## src/common/wdt_pkg.sv

```systemverilog
// constants, field layout and helpers for the watchdog time-out prescaler
// assumes one 200 MHz system clock; the slow oscillator is modelled by a divider
`default_nettype none

package wdt_pkg;
  // clock and oscillator timing
  localparam int CLK_PERIOD_PS = 5000;
  localparam int OSC_PERIOD_PS = 31250000;
  localparam int OSC_DIV_CYC = OSC_PERIOD_PS / CLK_PERIOD_PS;
  localparam int DIV_W = 16;

  // control register field positions
  localparam int FLAG_BIT = 7;
  localparam int IRQ_EN_BIT = 6;
  localparam int PERIOD_HI_BIT = 5;
  localparam int ENABLE_BIT = 3;
  localparam int PERIOD_LO_MSB = 2;

  // reset values
  localparam logic [3:0] PERIOD_RST = 4'h0;
  localparam logic ENABLE_RST = 1'b0;
  localparam logic IRQ_EN_RST = 1'b0;

  // period code range and counter sizing
  localparam logic [3:0] PERIOD_MAX_CODE = 4'h9;
  localparam int BASE_TIMEOUT = 512;
  localparam int CNT_W = 18;

  // change protection
  localparam logic [7:0] UNLOCK_SIGNATURE = 8'hd8;
  localparam logic [2:0] UNLOCK_WINDOW = 3'h4;

  // vector addresses
  localparam logic [15:0] RESET_VECTOR = 16'h0000;
  localparam logic [15:0] TIMEOUT_VECTOR = 16'h0004;

  // reserved codes fall back to the longest valid period
  function automatic logic [3:0] legal_code(input logic [3:0] c);
    return (c > PERIOD_MAX_CODE) ? PERIOD_MAX_CODE : c;
  endfunction

  // terminal count: 512 << code, minus one
  function automatic logic [CNT_W-1:0] timeout_limit(input logic [3:0] c);
    logic [CNT_W:0] t;
    t = (CNT_W+1)'(BASE_TIMEOUT) << legal_code(c);
    t = t - (CNT_W+1)'(1);
    return t[CNT_W-1:0];
  endfunction
endpackage

`default_nettype wire

```

## src/common/wdt_count_if.sv

```systemverilog
// carrier between the watchdog control logic and its period counter
// assumes both ends sit on the same system clock
`timescale 1ns/1ps
`default_nettype none

interface wdt_count_if;
  logic tick;
  logic clear;
  logic run;
  logic [3:0] code;
  logic timeout;

  modport ctrl (output tick, output clear, output run, output code, input timeout);
  modport counter (input tick, input clear, input run, input code, output timeout);
endinterface

`default_nettype wire

```

## src/wdt_period_counter.sv

```systemverilog
// oscillator-cycle counter that flags a time-out at the selected period
// assumes tick is a one-cycle pulse per oscillator cycle and code is legal
`timescale 1ns/1ps
`default_nettype none

module wdt_period_counter
  import wdt_pkg::*;
(
  // clock and reset
  input wire logic clk_sys,
  input wire logic srst,
  // link to control logic
  wdt_count_if.counter cif
);

  typedef struct packed {
    logic [CNT_W-1:0] cnt;
    logic timeout;
  } cnt_state_s;

  cnt_state_s st_ff;
  cnt_state_s nxt_st;

  // count ticks, wrap at the terminal count
  always_comb begin
    nxt_st = st_ff;
    nxt_st.timeout = 1'b0;
    if (!cif.run || cif.clear) begin
      nxt_st.cnt = '0;
    end else if (cif.tick) begin
      if (st_ff.cnt == timeout_limit(cif.code)) begin
        nxt_st.cnt = '0;
        nxt_st.timeout = 1'b1;
      end else begin
        nxt_st.cnt = st_ff.cnt + CNT_W'(1);
      end
    end
  end

  always_ff @(posedge clk_sys) begin
    if (srst) begin
      st_ff <= '0;
    end else begin
      st_ff <= nxt_st;
    end
  end

  assign cif.timeout = st_ff.timeout;
endmodule

`default_nettype wire

```

## src/watchdog_timeout_prescaler.sv

```systemverilog
// watchdog time-out period selection, change protection and time-out action
// assumes cpu strobes are one-cycle pulses synchronous to clk_sys
//
// What this block does
// period code at control bits 5 and 2:0
// period code applies only while counter runs
// codes 0..9 give 512 to 256K cycles
// reserved codes fall back to a valid code
// software writes unlock signature before code change
// code write accepted within four instruction cycles
// watchdog reset goes to vector 0x0000
// enable bits pick stopped, reset or interrupt
// interrupt time-out sets flag; ack or one clears
// both bits set: time-out clears interrupt enable
// counter cleared by restart, disable, chip reset
// time-out when count reaches selected period
`timescale 1ns/1ps
`default_nettype none

module watchdog_timeout_prescaler
  import wdt_pkg::*;
#(
  parameter int OSC_DIV = OSC_DIV_CYC
)(
  // clock and reset
  input wire logic clk_sys,
  input wire logic srst,
  // control register write
  input wire logic ctrl_wr,
  input wire logic [3:0] ctrl_wr_period,
  input wire logic ctrl_wr_enable,
  input wire logic ctrl_wr_irq_enable,
  input wire logic ctrl_wr_flag_clr,
  // change protection
  input wire logic change_protect_unlock,
  input wire logic [7:0] unlock_data,
  // cpu events
  input wire logic instr_cycle,
  input wire logic restart_instr,
  input wire logic irq_ack,
  // status and actions
  output logic [7:0] ctrl_rd,
  output logic [3:0] timeout_period_code,
  output logic watchdog_enable_bit,
  output logic timeout_irq_enable,
  output logic timeout_irq_flag,
  output logic unlock_open,
  output logic chip_reset_req,
  output logic [15:0] watchdog_timeout_vector
);

  typedef struct packed {
    logic [DIV_W-1:0] div;
    logic tick;
    logic [3:0] period;
    logic en;
    logic ie;
    logic flag;
    logic [2:0] window;
    logic rst_req;
    logic run;
    logic clear;
    logic [15:0] vector;
  } wdt_state_s;

  wdt_state_s st_ff;
  wdt_state_s nxt_st;
  logic timeout;
  logic win_open;
  logic sig_ok;

  wdt_count_if cnt_if ();

  wdt_period_counter wdt_period_counter_inst (
    .clk_sys(clk_sys),
    .srst(srst),
    .cif(cnt_if)
  );

  assign timeout = cnt_if.timeout;
  assign win_open = (st_ff.window != 3'h0);
  assign sig_ok = change_protect_unlock && (unlock_data == UNLOCK_SIGNATURE);

  // next-state logic for divider, registers and time-out action
  always_comb begin
    nxt_st = st_ff;
    nxt_st.rst_req = 1'b0;
    nxt_st.tick = 1'b0;

    // oscillator stand-in: one tick every OSC_DIV system cycles
    if (st_ff.div == DIV_W'(OSC_DIV - 1)) begin
      nxt_st.div = '0;
      nxt_st.tick = 1'b1;
    end else begin
      nxt_st.div = st_ff.div + DIV_W'(1);
    end

    // unlock window counts down in instruction cycles
    if (sig_ok) begin
      nxt_st.window = UNLOCK_WINDOW;
    end else if (instr_cycle && win_open) begin
      nxt_st.window = st_ff.window - 3'h1;
    end

    // control write: period and disable need the open window
    if (ctrl_wr) begin
      if (win_open) begin
        nxt_st.period = ctrl_wr_period;
        nxt_st.en = ctrl_wr_enable;
        nxt_st.window = 3'h0; // one protected write per unlock
      end else if (ctrl_wr_enable) begin
        nxt_st.en = 1'b1; // enabling needs no unlock
      end
      nxt_st.ie = ctrl_wr_irq_enable;
      if (ctrl_wr_flag_clr) begin
        nxt_st.flag = 1'b0;
      end
    end
    if (irq_ack) begin
      nxt_st.flag = 1'b0;
    end

    // time-out action; applied last so a set beats a same-cycle clear
    if (timeout) begin
      if (st_ff.ie) begin
        nxt_st.flag = 1'b1;
        nxt_st.vector = TIMEOUT_VECTOR;
        if (st_ff.en) begin
          nxt_st.ie = 1'b0;
        end
      end else if (st_ff.en) begin
        nxt_st.rst_req = 1'b1;
        nxt_st.vector = RESET_VECTOR;
      end
    end

    // counter runs in any mode but stopped; restart clears it
    nxt_st.run = nxt_st.en || nxt_st.ie;
    nxt_st.clear = restart_instr;
  end

  always_ff @(posedge clk_sys) begin
    if (srst) begin
      st_ff <= '0;
      st_ff.period <= PERIOD_RST;
      st_ff.en <= ENABLE_RST;
      st_ff.ie <= IRQ_EN_RST;
      st_ff.vector <= RESET_VECTOR;
    end else begin
      st_ff <= nxt_st;
    end
  end

  // counter link; code limited to the legal range
  assign cnt_if.tick = st_ff.tick;
  assign cnt_if.run = st_ff.run;
  assign cnt_if.clear = st_ff.clear;
  assign cnt_if.code = legal_code(st_ff.period);

  // control register image, reserved bit reads zero
  always_comb begin
    ctrl_rd = 8'h00;
    ctrl_rd[FLAG_BIT] = st_ff.flag;
    ctrl_rd[IRQ_EN_BIT] = st_ff.ie;
    ctrl_rd[PERIOD_HI_BIT] = st_ff.period[3];
    ctrl_rd[ENABLE_BIT] = st_ff.en;
    ctrl_rd[PERIOD_LO_MSB:0] = st_ff.period[2:0];
  end

  // outputs straight from state flops
  assign timeout_period_code = st_ff.period;
  assign watchdog_enable_bit = st_ff.en;
  assign timeout_irq_enable = st_ff.ie;
  assign timeout_irq_flag = st_ff.flag;
  assign unlock_open = win_open;
  assign chip_reset_req = st_ff.rst_req;
  assign watchdog_timeout_vector = st_ff.vector;
endmodule

`default_nettype wire

```

## config.mk

```make
export PLATFORM = sky130hd
export DESIGN_NAME = watchdog_timeout_prescaler
export DESIGN_NICKNAME = d
export VERILOG_FILES = /design/src/common/wdt_pkg.sv /design/src/common/wdt_count_if.sv /design/src/wdt_period_counter.sv /design/src/watchdog_timeout_prescaler.sv
export SDC_FILE = /design/constraint.sdc
export NUM_CORES = 1
export LEC_CHECK = 0
export BUFFER_PORTS_ARGS = -buffer_cell sky130_fd_sc_hd__buf_2
export CAP_MARGIN = 20
export CORE_AREA = 5 5 85 87
export CTS_BUF_LIST = sky130_fd_sc_hd__clkbuf_4 sky130_fd_sc_hd__clkbuf_8
export CTS_CLUSTER_SIZE = 28
export DETAILED_ROUTE_END_ITERATION = 8
export DIE_AREA = 0 0 90 92
export GPL_TIMING_DRIVEN = 0
export HOLD_SLACK_MARGIN = 0.12
export MAX_ROUTING_LAYER = met4
export PLACE_DENSITY = 0.66
export SLEW_MARGIN = 30
export SYNTH_ARGS = -nofsm -noshare
export SYNTH_HDL_FRONTEND = slang
export SYNTH_HIERARCHICAL = 1
export SYNTH_SLANG_ARGS = --single-unit
```

## constraint.sdc

```tcl
create_clock -name clk_sys -period 4.1 [get_ports clk_sys]
set_clock_uncertainty 0.1 [all_clocks]
set_input_delay 0.41 -clock clk_sys [delete_from_list [all_inputs] [get_ports clk_sys]]
set_output_delay 0.41 -clock clk_sys [all_outputs]
set_load 0.05 [all_outputs]
```

-- After elaboration in Yosys (flattened, before gate mapping)
Index checks and enable logic that the tools add are counted.
- flip-flop bits (word level): 65
- add/subtract/negate cells: 4
- $lt $le $gt $ge: 2
- eq/ne operators: 3
- shift-type cells: 1
- mux-type cells: 19
- bitwise logic cells: 2
- reduce and logical (&&, ||, !) cells: 13
- operators with widths (kind ; number):
    $mux W16 ; 2
    $add A18 B1 Y18 const B ; 1
    $eq A18 B18 Y1 ; 1
    $mux W18 ; 1
    $shl A10 B4 Y18 const A ; 1
    $sub A18 B1 Y18 const B ; 1
    $add A16 B1 Y16 const B ; 1
    $eq A16 B13 Y1 const B ; 1
    $mux W3 ; 3
    $eq A8 B8 Y1 const B ; 1
    $gt A4 B4 Y1 const B ; 2
    $mux W1 ; 8
    $mux W4 ; 2
    $mux W6 ; 1
    $reduce_or A3 Y1 ; 2
    $mux W2 ; 2
    $reduce_and A2 Y1 ; 2
    $reduce_or A2 Y1 ; 2
    $reduce_bool A3 Y1 ; 1
    $sub A3 B1 Y3 const B ; 1
    $logic_and A1 B1 Y1 ; 2
    $logic_or A1 B1 Y1 ; 2
    $not A1 Y1 ; 2
    $reduce_bool A2 Y1 ; 1
    $logic_not A1 Y1 ; 1

-- Longest topological paths before layout
Gate-level depths: netlist of run 1.
- depth in word-level cells: 10
- gate-level depth with buffers: 12
- depth with buffers taken out: 9

-- By module
Netlist of run 1, hierarchy kept.
- by module, submodules not included (module ; instances ; cells each ; area each (um^2)):
    watchdog_timeout_prescaler ; 1 ; 183 ; 1561.5
    wdt_period_counter ; 1 ; 139 ; 1204.9

-- Worst setup path before layout of run 1
OpenSTA, ideal clock, no wires.
- kind: register -> register
- start: register st_ff, in the netlist timeout_period_code[1]
- end: register wdt_period_counter_inst/st_ff[17] in the netlist's numbering
- arrival time: 2784 ps
- required time: 3914 ps
- setup slack: 1130 ps
- cell stages (with the launch flop): 12
- period minus slack after synthesis: 2970 ps
- cells stage by stage: dfxtp_1 -> o21ai_0 -> nand2b_1 -> or4_4 -> ha_1 -> buf_2 -> or4b_1 -> a21oi_1 -> nor3_1 -> o2111a_2 -> buf_6 -> a211oi_1
- word-level cells in the longest chain between the ends: 8
- RTL lines (what ; line ; RTL):
    from (decl) ; watchdog_timeout_prescaler.sv:66 ; wdt_state_s st_ff;
    from (signal assigned) ; watchdog_timeout_prescaler.sv:150 ; st_ff <= nxt_st;
    $gt A4 B4 Y1 (*) ; wdt_pkg.sv:39 ; return (c > PERIOD_MAX_CODE) ? PERIOD_MAX_CODE : c;
    $mux W4 (*) ; wdt_pkg.sv:39 ;
    net cnt_if.code[0] ; wdt_count_if.sv:10 ; logic [3:0] code;
    $gt A4 B4 Y1 ; wdt_pkg.sv:39 ;
    $mux W4 (*) ; wdt_pkg.sv:39 ;
    $shl A10 B4 Y18 (*) ; wdt_pkg.sv:45 ; t = (CNT_W+1)'(BASE_TIMEOUT) << legal_code(c);
    $sub A18 B1 Y18 (*) ; wdt_pkg.sv:46 ; t = t - (CNT_W+1)'(1);
    $eq A18 B18 Y1 (*) ; wdt_period_counter.sv:31 ; if (st_ff.cnt == timeout_limit(cif.code)) begin
    $mux W18 (*) ; wdt_period_counter.sv:31 ;
    to (signal assigned) ; wdt_period_counter.sv:44 ; st_ff <= nxt_st;
    to (decl) ; wdt_period_counter.sv:21 ; cnt_state_s st_ff;
Mark *: on every way through the listed nets, which the timed path passes. The rest lies on a longest branch.
A chain may end at the register's enable or synchronous reset.

-- Worst setup path in the final report of run 1
- start: register st_ff, in the netlist timeout_period_code[1]
- end: register wdt_period_counter_inst/st_ff[11] in the netlist's numbering
The elaborated chain is that of the path after synthesis.

==> key figures, run 1 <==
Detailed routing
  – Drt wl/cell: 11.8 um
  – Residual DRC: 0
  – Drt pass-1 iters: 4
  – Vias per std cell: 4.95
  – DRT iter0 DRCs: 113
  – WL final: 5420 um
  – Vias: 2279
  – Routed Antenna Nets: 0

Timing
  – Final setup violation count: 0
  – Fmax: 309 MHz
  – Slew margin rel.: 59.3%
  – Final worst path period share: 79.0%
  – Setup TNS: 0 ps
  – Fin. max-slew vios: 0
  – Worst Max-Slew Pin Slew: 605 ps
  – Final Hold Fails: 0
  – RSZ-0062 raised after global routing: false
  – Fin crit period: 3240 ps

Cells and area
  – Final Non-Filler Cells: 460
  – Ant diodes: 0
  – Syn-to-layout area delta: 15.7%
  – Share of layout cells above drive strength 1: 25.3%
  – Final #Nets: 410
  – Layout fillers: 605
  – Most frequent cells in the layout: 50 x dfxtp_1, 45 x buf_2, 31 x nand2_1
  – Commonest non-fill, non-tap cell in the layout: dfxtp_1
  – Final instance area: 3200 um^2
  – FF/Latch Area: 1000 um^2
  – Footprint of the multi-input gates: 1520 um^2

Synthesis
  – Synth Warn #: 6
  – Post-synth cell types: 51
  – Netlist Area Pre-Place: 2770 um^2
  – Seq/Total Area, Yosys: 36.2%
  – Ys flop type: dfxtp_1
  – Avg Inst Size Synth: 8.59 um^2
  – Post-synth EDFFs: 0
  – Synthesized instance count: 322
  – Synthesis-stage register bit count: 50
  – Async SR Flop Fraction: 0%

Worst setup path
  – CP max FO: 10
  – Endpoint kind of the worst setup timing path: flop
  – CP startpoint kind: flop
  – Slowest CP cell: or4_4
  – Worst EP required: 4220 ps
  – CP Cell Sequence: o21ai_0 > nand2b_1 > or4_4 > ha_1 > buf_2 > or4b_1 > a21oi_1 > nor3_1 > o2111a_2 > buf_6 > a211oi_1
  – Max stage delay on crit path: 550 ps
  – Worst EP arrival: 3360 ps
  – Setup Crit Path Kind: flop to flop

Floorplanning
  – Die outline height: 92 um
  – Die area: 8280 um^2
  – Row cnt: 29
  – Io pins: 55
  – Core footprint: 6280 um^2
  – Chip width: 90 um
  – Initial Util: 44.1%

Outcome
  – Outcome: complete, no violations

Clocking
  – CTS tree: yes
  – Root buffer cell: clkbuf_8
  – Worst-Skew Late Latency: 300 ps
  – PostCTS Resize Cnt: 0
  – Sink Count: 50
  – H-Tree Level Count: 2
  – CTS Buf Count: 5
  – Clock Path Buffers: 2
  – Post-CTS Repair Setup Buffers: 0
  – Reg clk slew, reported paths: 100 ps
  – Cts-stage hold buffer count: 0

Global routing
  – Initial antenna violation count: 0
  – Grt ovf: 0
  – Vias in the first global route: 2165
  – First-pass GRT wire length: 9690 um
  – GRT Util Overall: 14.1%
  – Largest net degree at the start of global routing: 18

Power
  – Worst vdd ir: 278 uV
  – Pleak: 1.26 nW
  – P per Cell Area: 430 nW/um^2

Place
  – DP Area: 3110 um^2
  – Gpl congestion: 0.824
  – Placed cell count: 452
  – Port Buffers: 38
  – DP HPWL: 4230 um

Flow run
  – MaxCap Viol Count: 0

Min path
  – Tightest Hold Check Type: input pin to flop
-- kinds of logic (layout without fill, tap and decap cells) --
family | count (synthesis) | in the layout | share of synthesized area [%]
muxes | 1 | 1 | 0.362
xor gates and xnor gates | 34 | 34 | 10.8
buffers and inverters | 48 | 94 | 11.0
adders and majority gates | 6 | 6 | 2.71
AOI/OAI and AO/OA | 45 | 45 | 12.1
DFF | 50 | 50 | 36.2
other | 1 | 16 | 0.136
and+or+nand+nor | 137 | 137 | 26.7
-- worst paths after layout --
path | startpoint | endpoint | slack (ps) | cells past startpoint
worst min register to register | st_ff[20] | st_ff[20] | 360 | 2
worst min-delay path | restart_instr | cnt_if.clear | 230 | 2
worst max-delay path | timeout_period_code[1] | wdt_period_counter_inst/st_ff[11] | 860 | 11
worst max register to register | timeout_period_code[1] | wdt_period_counter_inst/st_ff[11] | 860 | 11
-- state kept, by name, summed over array words and instances, names as in the netlist --
name and flops:
watchdog_timeout_vector 1, cnt_if.tick 1, st_ff 19, wdt_period_counter_inst/st_ff 18, cnt_if.clear 1, watchdog_enable_bit 1, chip_reset_req 1, cnt_if.run 1
timeout_irq_enable 1, wdt_period_counter_inst/cif.timeout 1, timeout_period_code 4, timeout_irq_flag 1
-- metrics by stage --
| step | total power, W | hold slack, ps | setup slack [ps] | utilization (%) |
|---|---|---|---|---|
| after global placement | 0.00109 | 343 | 886 | 49.5 |
| after detailed placement | 0.00110 | 347 | 855 | 49.5 |
| after global routing | 0.00147 | 234 | 655 | 51.0 |
| after floorplan | 0.000996 | 333 | 1130 | - |
| after CTS | 0.00139 | 215 | 838 | 51.0 |
| final | 0.00138 | 226 | 859 | 51.0 |
-- Yosys cell counts, types with 2 or more instances --
master,count,area [um^2]
ha_1,6,75.1
buf_4,29,218
nand3_2,2,20.0
nor4_1,6,37.5
and3_1,4,25.0
a21oi_1,11,55.1
inv_1,5,18.8
nand4_1,12,75.1
nand3b_1,5,37.5
clkbuf_1,6,22.5
o21ai_2,2,17.5
o21ai_0,4,20.0
xnor2_1,16,140
a21o_1,2,15.0
or3_1,2,12.5
buf_2,7,35.0
xor2_1,18,158
o211ai_1,2,15.0
o21a_1,3,22.5
o31ai_1,2,15.0
a211oi_1,12,90.1
nand2b_1,4,25.0
nor2b_1,3,18.8
or4_1,2,15.0
dfxtp_1,50,1000
nor4bb_1,2,20.0
nand2_1,31,116
nand3_1,15,75.1
nor3_1,9,45.0
nor2_1,28,105
o21bai_1,2,15.0
-- layout make-up --
class / count / area share (%)
inverters: 5 / 0.586
flip-flops and latches: 50 / 31.3
well taps: 77 / 3.01
multi-input cells: 239 / 47.4
plain buffers: 43 / 8.95
clock buffers: 5 / 2.15
clock inverters: 3 / 0.742
repair buffers: 38 / 5.94
-- power by group --
group	switching (W)	internal [W]	total, W
combinational	0.000356	0.000198	0.000553
sequential	0.0000198	0.000511	0.000531
clock	0.000171	0.000122	0.000294
-- worst max-delay path, delay by kind of cell (launching register included) --
family                     cells  cell delay, ps
and+or+nand+nor                4            1300
AOI/OAI and AO/OA              4             890
buffers and inverters          2             320
DFF                            1             350
adders and majority gates      1             210
-- routing by layer --
metal | part of all wire (%) | track usage, %
met1 | 46 | 16.9
met5 | 0 | -
met2 | 50 | 23.6
met3 | 3.2 | 3.36
met4 | 1.1 | 3.97
(Power assumes the default switching activity.)
==> run 2, diff against run 1 <==
Clock period 4.1 ns to 3.3 ns, I/O delays scaled along.
==> run 2 against run 1 <==
Non-clock buffer count up 2. Sequential share of layout area down 0.15 points. Flip-flop and latch count unchanged. First-iteration DRC count down 38%. Hold slack worse by 83 ps. Core utilization up 0.24 points. Final area up 0.47%. Combinational power up 26%. Sequential power up 24%. Largest cell class unchanged.
==> key figures, run 2 (same netlist as run 1, synthesis figures left out) <==
Cells and area
  – Final instance area: 3220 um^2 (was 3200 um^2)
  – Most frequent cells in the layout: 50 x dfxtp_1, 45 x buf_2, 31 x buf_4, 31 x nand2_1, 28 x nor2_1 (was 50 x dfxtp_1, 45 x buf_2, 31 x nand2_1)
  – Max FFs per register: 19 (unchanged)
  – Largest Register: st_ff (unchanged)
  – Syn-to-layout area delta: 16.3% (was 15.7%)
  – Layout fillers: 607 (was 605)
  – Ant diodes: 0 (unchanged)
  – Final #Nets: 412 (was 410)
  – Commonest non-fill, non-tap cell in the layout: dfxtp_1 (unchanged)
  – Share of layout cells above drive strength 1: 25.7% (was 25.3%)

Timing
  – Final worst path period share: 94.4% (was 79.0%)
  – Fin. max-slew vios: 0 (unchanged)
  – Fmax: 321 MHz (was 309 MHz)
  – Final Hold Fails: 0 (unchanged)
  – Final setup violation count: 0 (unchanged)
  – Fin crit period: 3110 ps (was 3240 ps)
  – Worst Max-Slew Pin Slew: 596 ps (was 605 ps)
  – Slew margin rel.: 59.9% (was 59.3%)
  – RSZ-0062 raised after global routing: false (unchanged)
  – Setup TNS: 0 ps (unchanged)

Min path
  – Hold path start: restart_instr (unchanged)
  – Hold Crit Endpoint: cnt_if.clear (unchanged)
  – WHS Path Cells: 2 (unchanged)
  – Tightest Hold Check Type: input pin to flop (unchanged)

Clocking
  – CTS tree: yes (unchanged)
  – Sink Count: 50 (unchanged)
  – CTS Buf Count: 5 (unchanged)
  – Clock Path Buffers: 2 (unchanged)
  – Reg clk slew, reported paths: 100 ps (about the same)
  – Worst-Skew Late Latency: 300 ps (about the same)
  – Root buffer cell: clkbuf_8 (unchanged)
  – PostCTS Resize Cnt: 0 (unchanged)
  – H-Tree Level Count: 2 (unchanged)

Power
  – Worst vdd ir: 348 uV (was 278 uV)
  – P per Cell Area: 536 nW/um^2 (was 430 nW/um^2)
  – Pleak: 1.27 nW (was 1.26 nW)

Detailed routing
  – Routed Antenna Nets: 0 (unchanged)
  – Residual DRC: 0 (unchanged)
  – WL final: 5450 um (was 5420 um)
  – Drt wl/cell: 11.8 um (about the same)
  – Drt pass-1 iters: 4 (unchanged)
  – Vias per std cell: 4.96 (was 4.95)
  – DRT iter0 DRCs: 70 (was 113)
  – Vias: 2293 (was 2279)

Floorplanning
  – Die outline height: 92 um (unchanged)
  – Core footprint: 6280 um^2 (unchanged)
  – Row cnt: 29 (unchanged)
  – Initial Util: 44.1% (unchanged)
  – Io pins: 55 (unchanged)
  – Die area: 8280 um^2 (unchanged)
  – Chip width: 90 um (unchanged)

Outcome
  – Outcome: complete, no violations (unchanged)

Place
  – Gpl congestion: 0.824 (unchanged)
  – DP Area: 3110 um^2 (unchanged)
  – DP HPWL: 4230 um (unchanged)
  – Port Buffers: 38 (unchanged)

Worst setup path
  – Worst EP arrival: 3230 ps (was 3360 ps)
  – R2r worst-path depth: 11 (unchanged)
  – Worst EP required: 3420 ps (was 4220 ps)
  – RR Startpoint: timeout_period_code[1] (unchanged)
  – CP startpoint kind: flop (unchanged)
  – CP max FO: 10 (unchanged)
  – Endpoint kind of the worst setup timing path: flop (unchanged)
  – Flop-to-flop setup slack: 190 ps (was 860 ps)
  – Setup Crit Path Kind: flop to flop (unchanged)
  – Reg-to-reg endpoint: wdt_period_counter_inst/st_ff[11] (unchanged)

Global routing
  – Grt ovf: 0 (unchanged)
  – Vias in the first global route: 2165 (unchanged)
  – First-pass GRT wire length: 9690 um (unchanged)
  – Initial antenna violation count: 0 (unchanged)
  – GRT Util Overall: 14.1% (unchanged)
  – Largest net degree at the start of global routing: 18 (unchanged)

Flow run
  – MaxCap Viol Count: 0 (unchanged)
-- run 2: changes by cell type in the layout (fill, tap and decap cells not counted), sizes merged --
cell,delta
buf,+2
-- run 2: critical path, cell delays in order, from the launching register on --
cell and delay, ps:
dfxtp_1 350, o21ai_0 160, nand2b_1 110, or4_4 510, ha_1 210, buf_2 160, or4b_1 470, a21oi_1 180
nor3_1 80, o2111a_2 300, buf_6 160, a211oi_1 250
-- run 2: power breakdown --
part / switching (W) / internal (W) / total (W)
Combinational: 0.000446 / 0.000253 / 0.000699
Sequential: 0.0000246 / 0.000635 / 0.000660
Clock: 0.000215 / 0.000152 / 0.000367
Total: 0.000686 / 0.00104 / 0.00173
-- run 2: layout make-up --
| class | instances | area, um^2 | area share (%) |
|---|---|---|---|
| plain buffers | 43 | 287 | 8.91 |
| clock buffers | 5 | 68.8 | 2.14 |
| clock inverters | 3 | 23.8 | 0.739 |
| inverters | 5 | 18.8 | 0.583 |
| multi-input cells | 239 | 1520 | 47.1 |
| flip-flops and latches | 50 | 1000 | 31.1 |
| well taps | 77 | 96.3 | 2.99 |
| repair buffers | 40 | 205 | 6.38 |
-- run 2: how the worst max path moves through the flow --
| stage | cells after the start | from | endpoint | slack [ps] |
|---|---|---|---|---|
| 2_1_floorplan | 11 | timeout_period_code[1] | wdt_period_counter_inst/st_ff[6] | 330 |
| 3_3_place_gp | 11 | timeout_period_code[1] | wdt_period_counter_inst/st_ff[6] | 90 |
| 3_5_place_dp | 11 | timeout_period_code[1] | wdt_period_counter_inst/st_ff[11] | 60 |
| 4_1_cts | 11 | timeout_period_code[1] | wdt_period_counter_inst/st_ff[11] | 40 |
| 5_1_grt | 11 | timeout_period_code[1] | wdt_period_counter_inst/st_ff[11] | 10 |
| 6_report | 11 | timeout_period_code[1] | wdt_period_counter_inst/st_ff[11] | 190 |
-- run 2: layer usage --
metal	global-route usage, %	vias up	wire length [um]	part of all wire, %
li1	-	1207	-	-
met1	16.9	1046	2490	46
met3	3.36	5	193	3.5
met5	-	-	0	0
met2	23.6	35	2710	50
met4	3.97	0	59	1.1
-- run 2: metrics by stage --
step | hold slack [ps] | util, % | setup WS, ps | cells | power [W]
final | 143 | 51.2 | 186 | 462 | 0.00173
after global routing | 154 | 51.2 | 14.3 | 462 | 0.00183
after CTS | 135 | 51.0 | 38.4 | 460 | 0.00173
after detailed placement | 347 | 49.5 | 55.4 | 452 | 0.00136
after global placement | 343 | 49.5 | 85.9 | 452 | 0.00135
after floorplan | 302 | - | 330 | 337 | 0.00124
-- run 2: repair_timing --
action,in CTS,in global routing
hold buffers,0,0
hold endpoints to repair,0,0
endpoints found under the setup margin,0,10
setup buffers,0,2
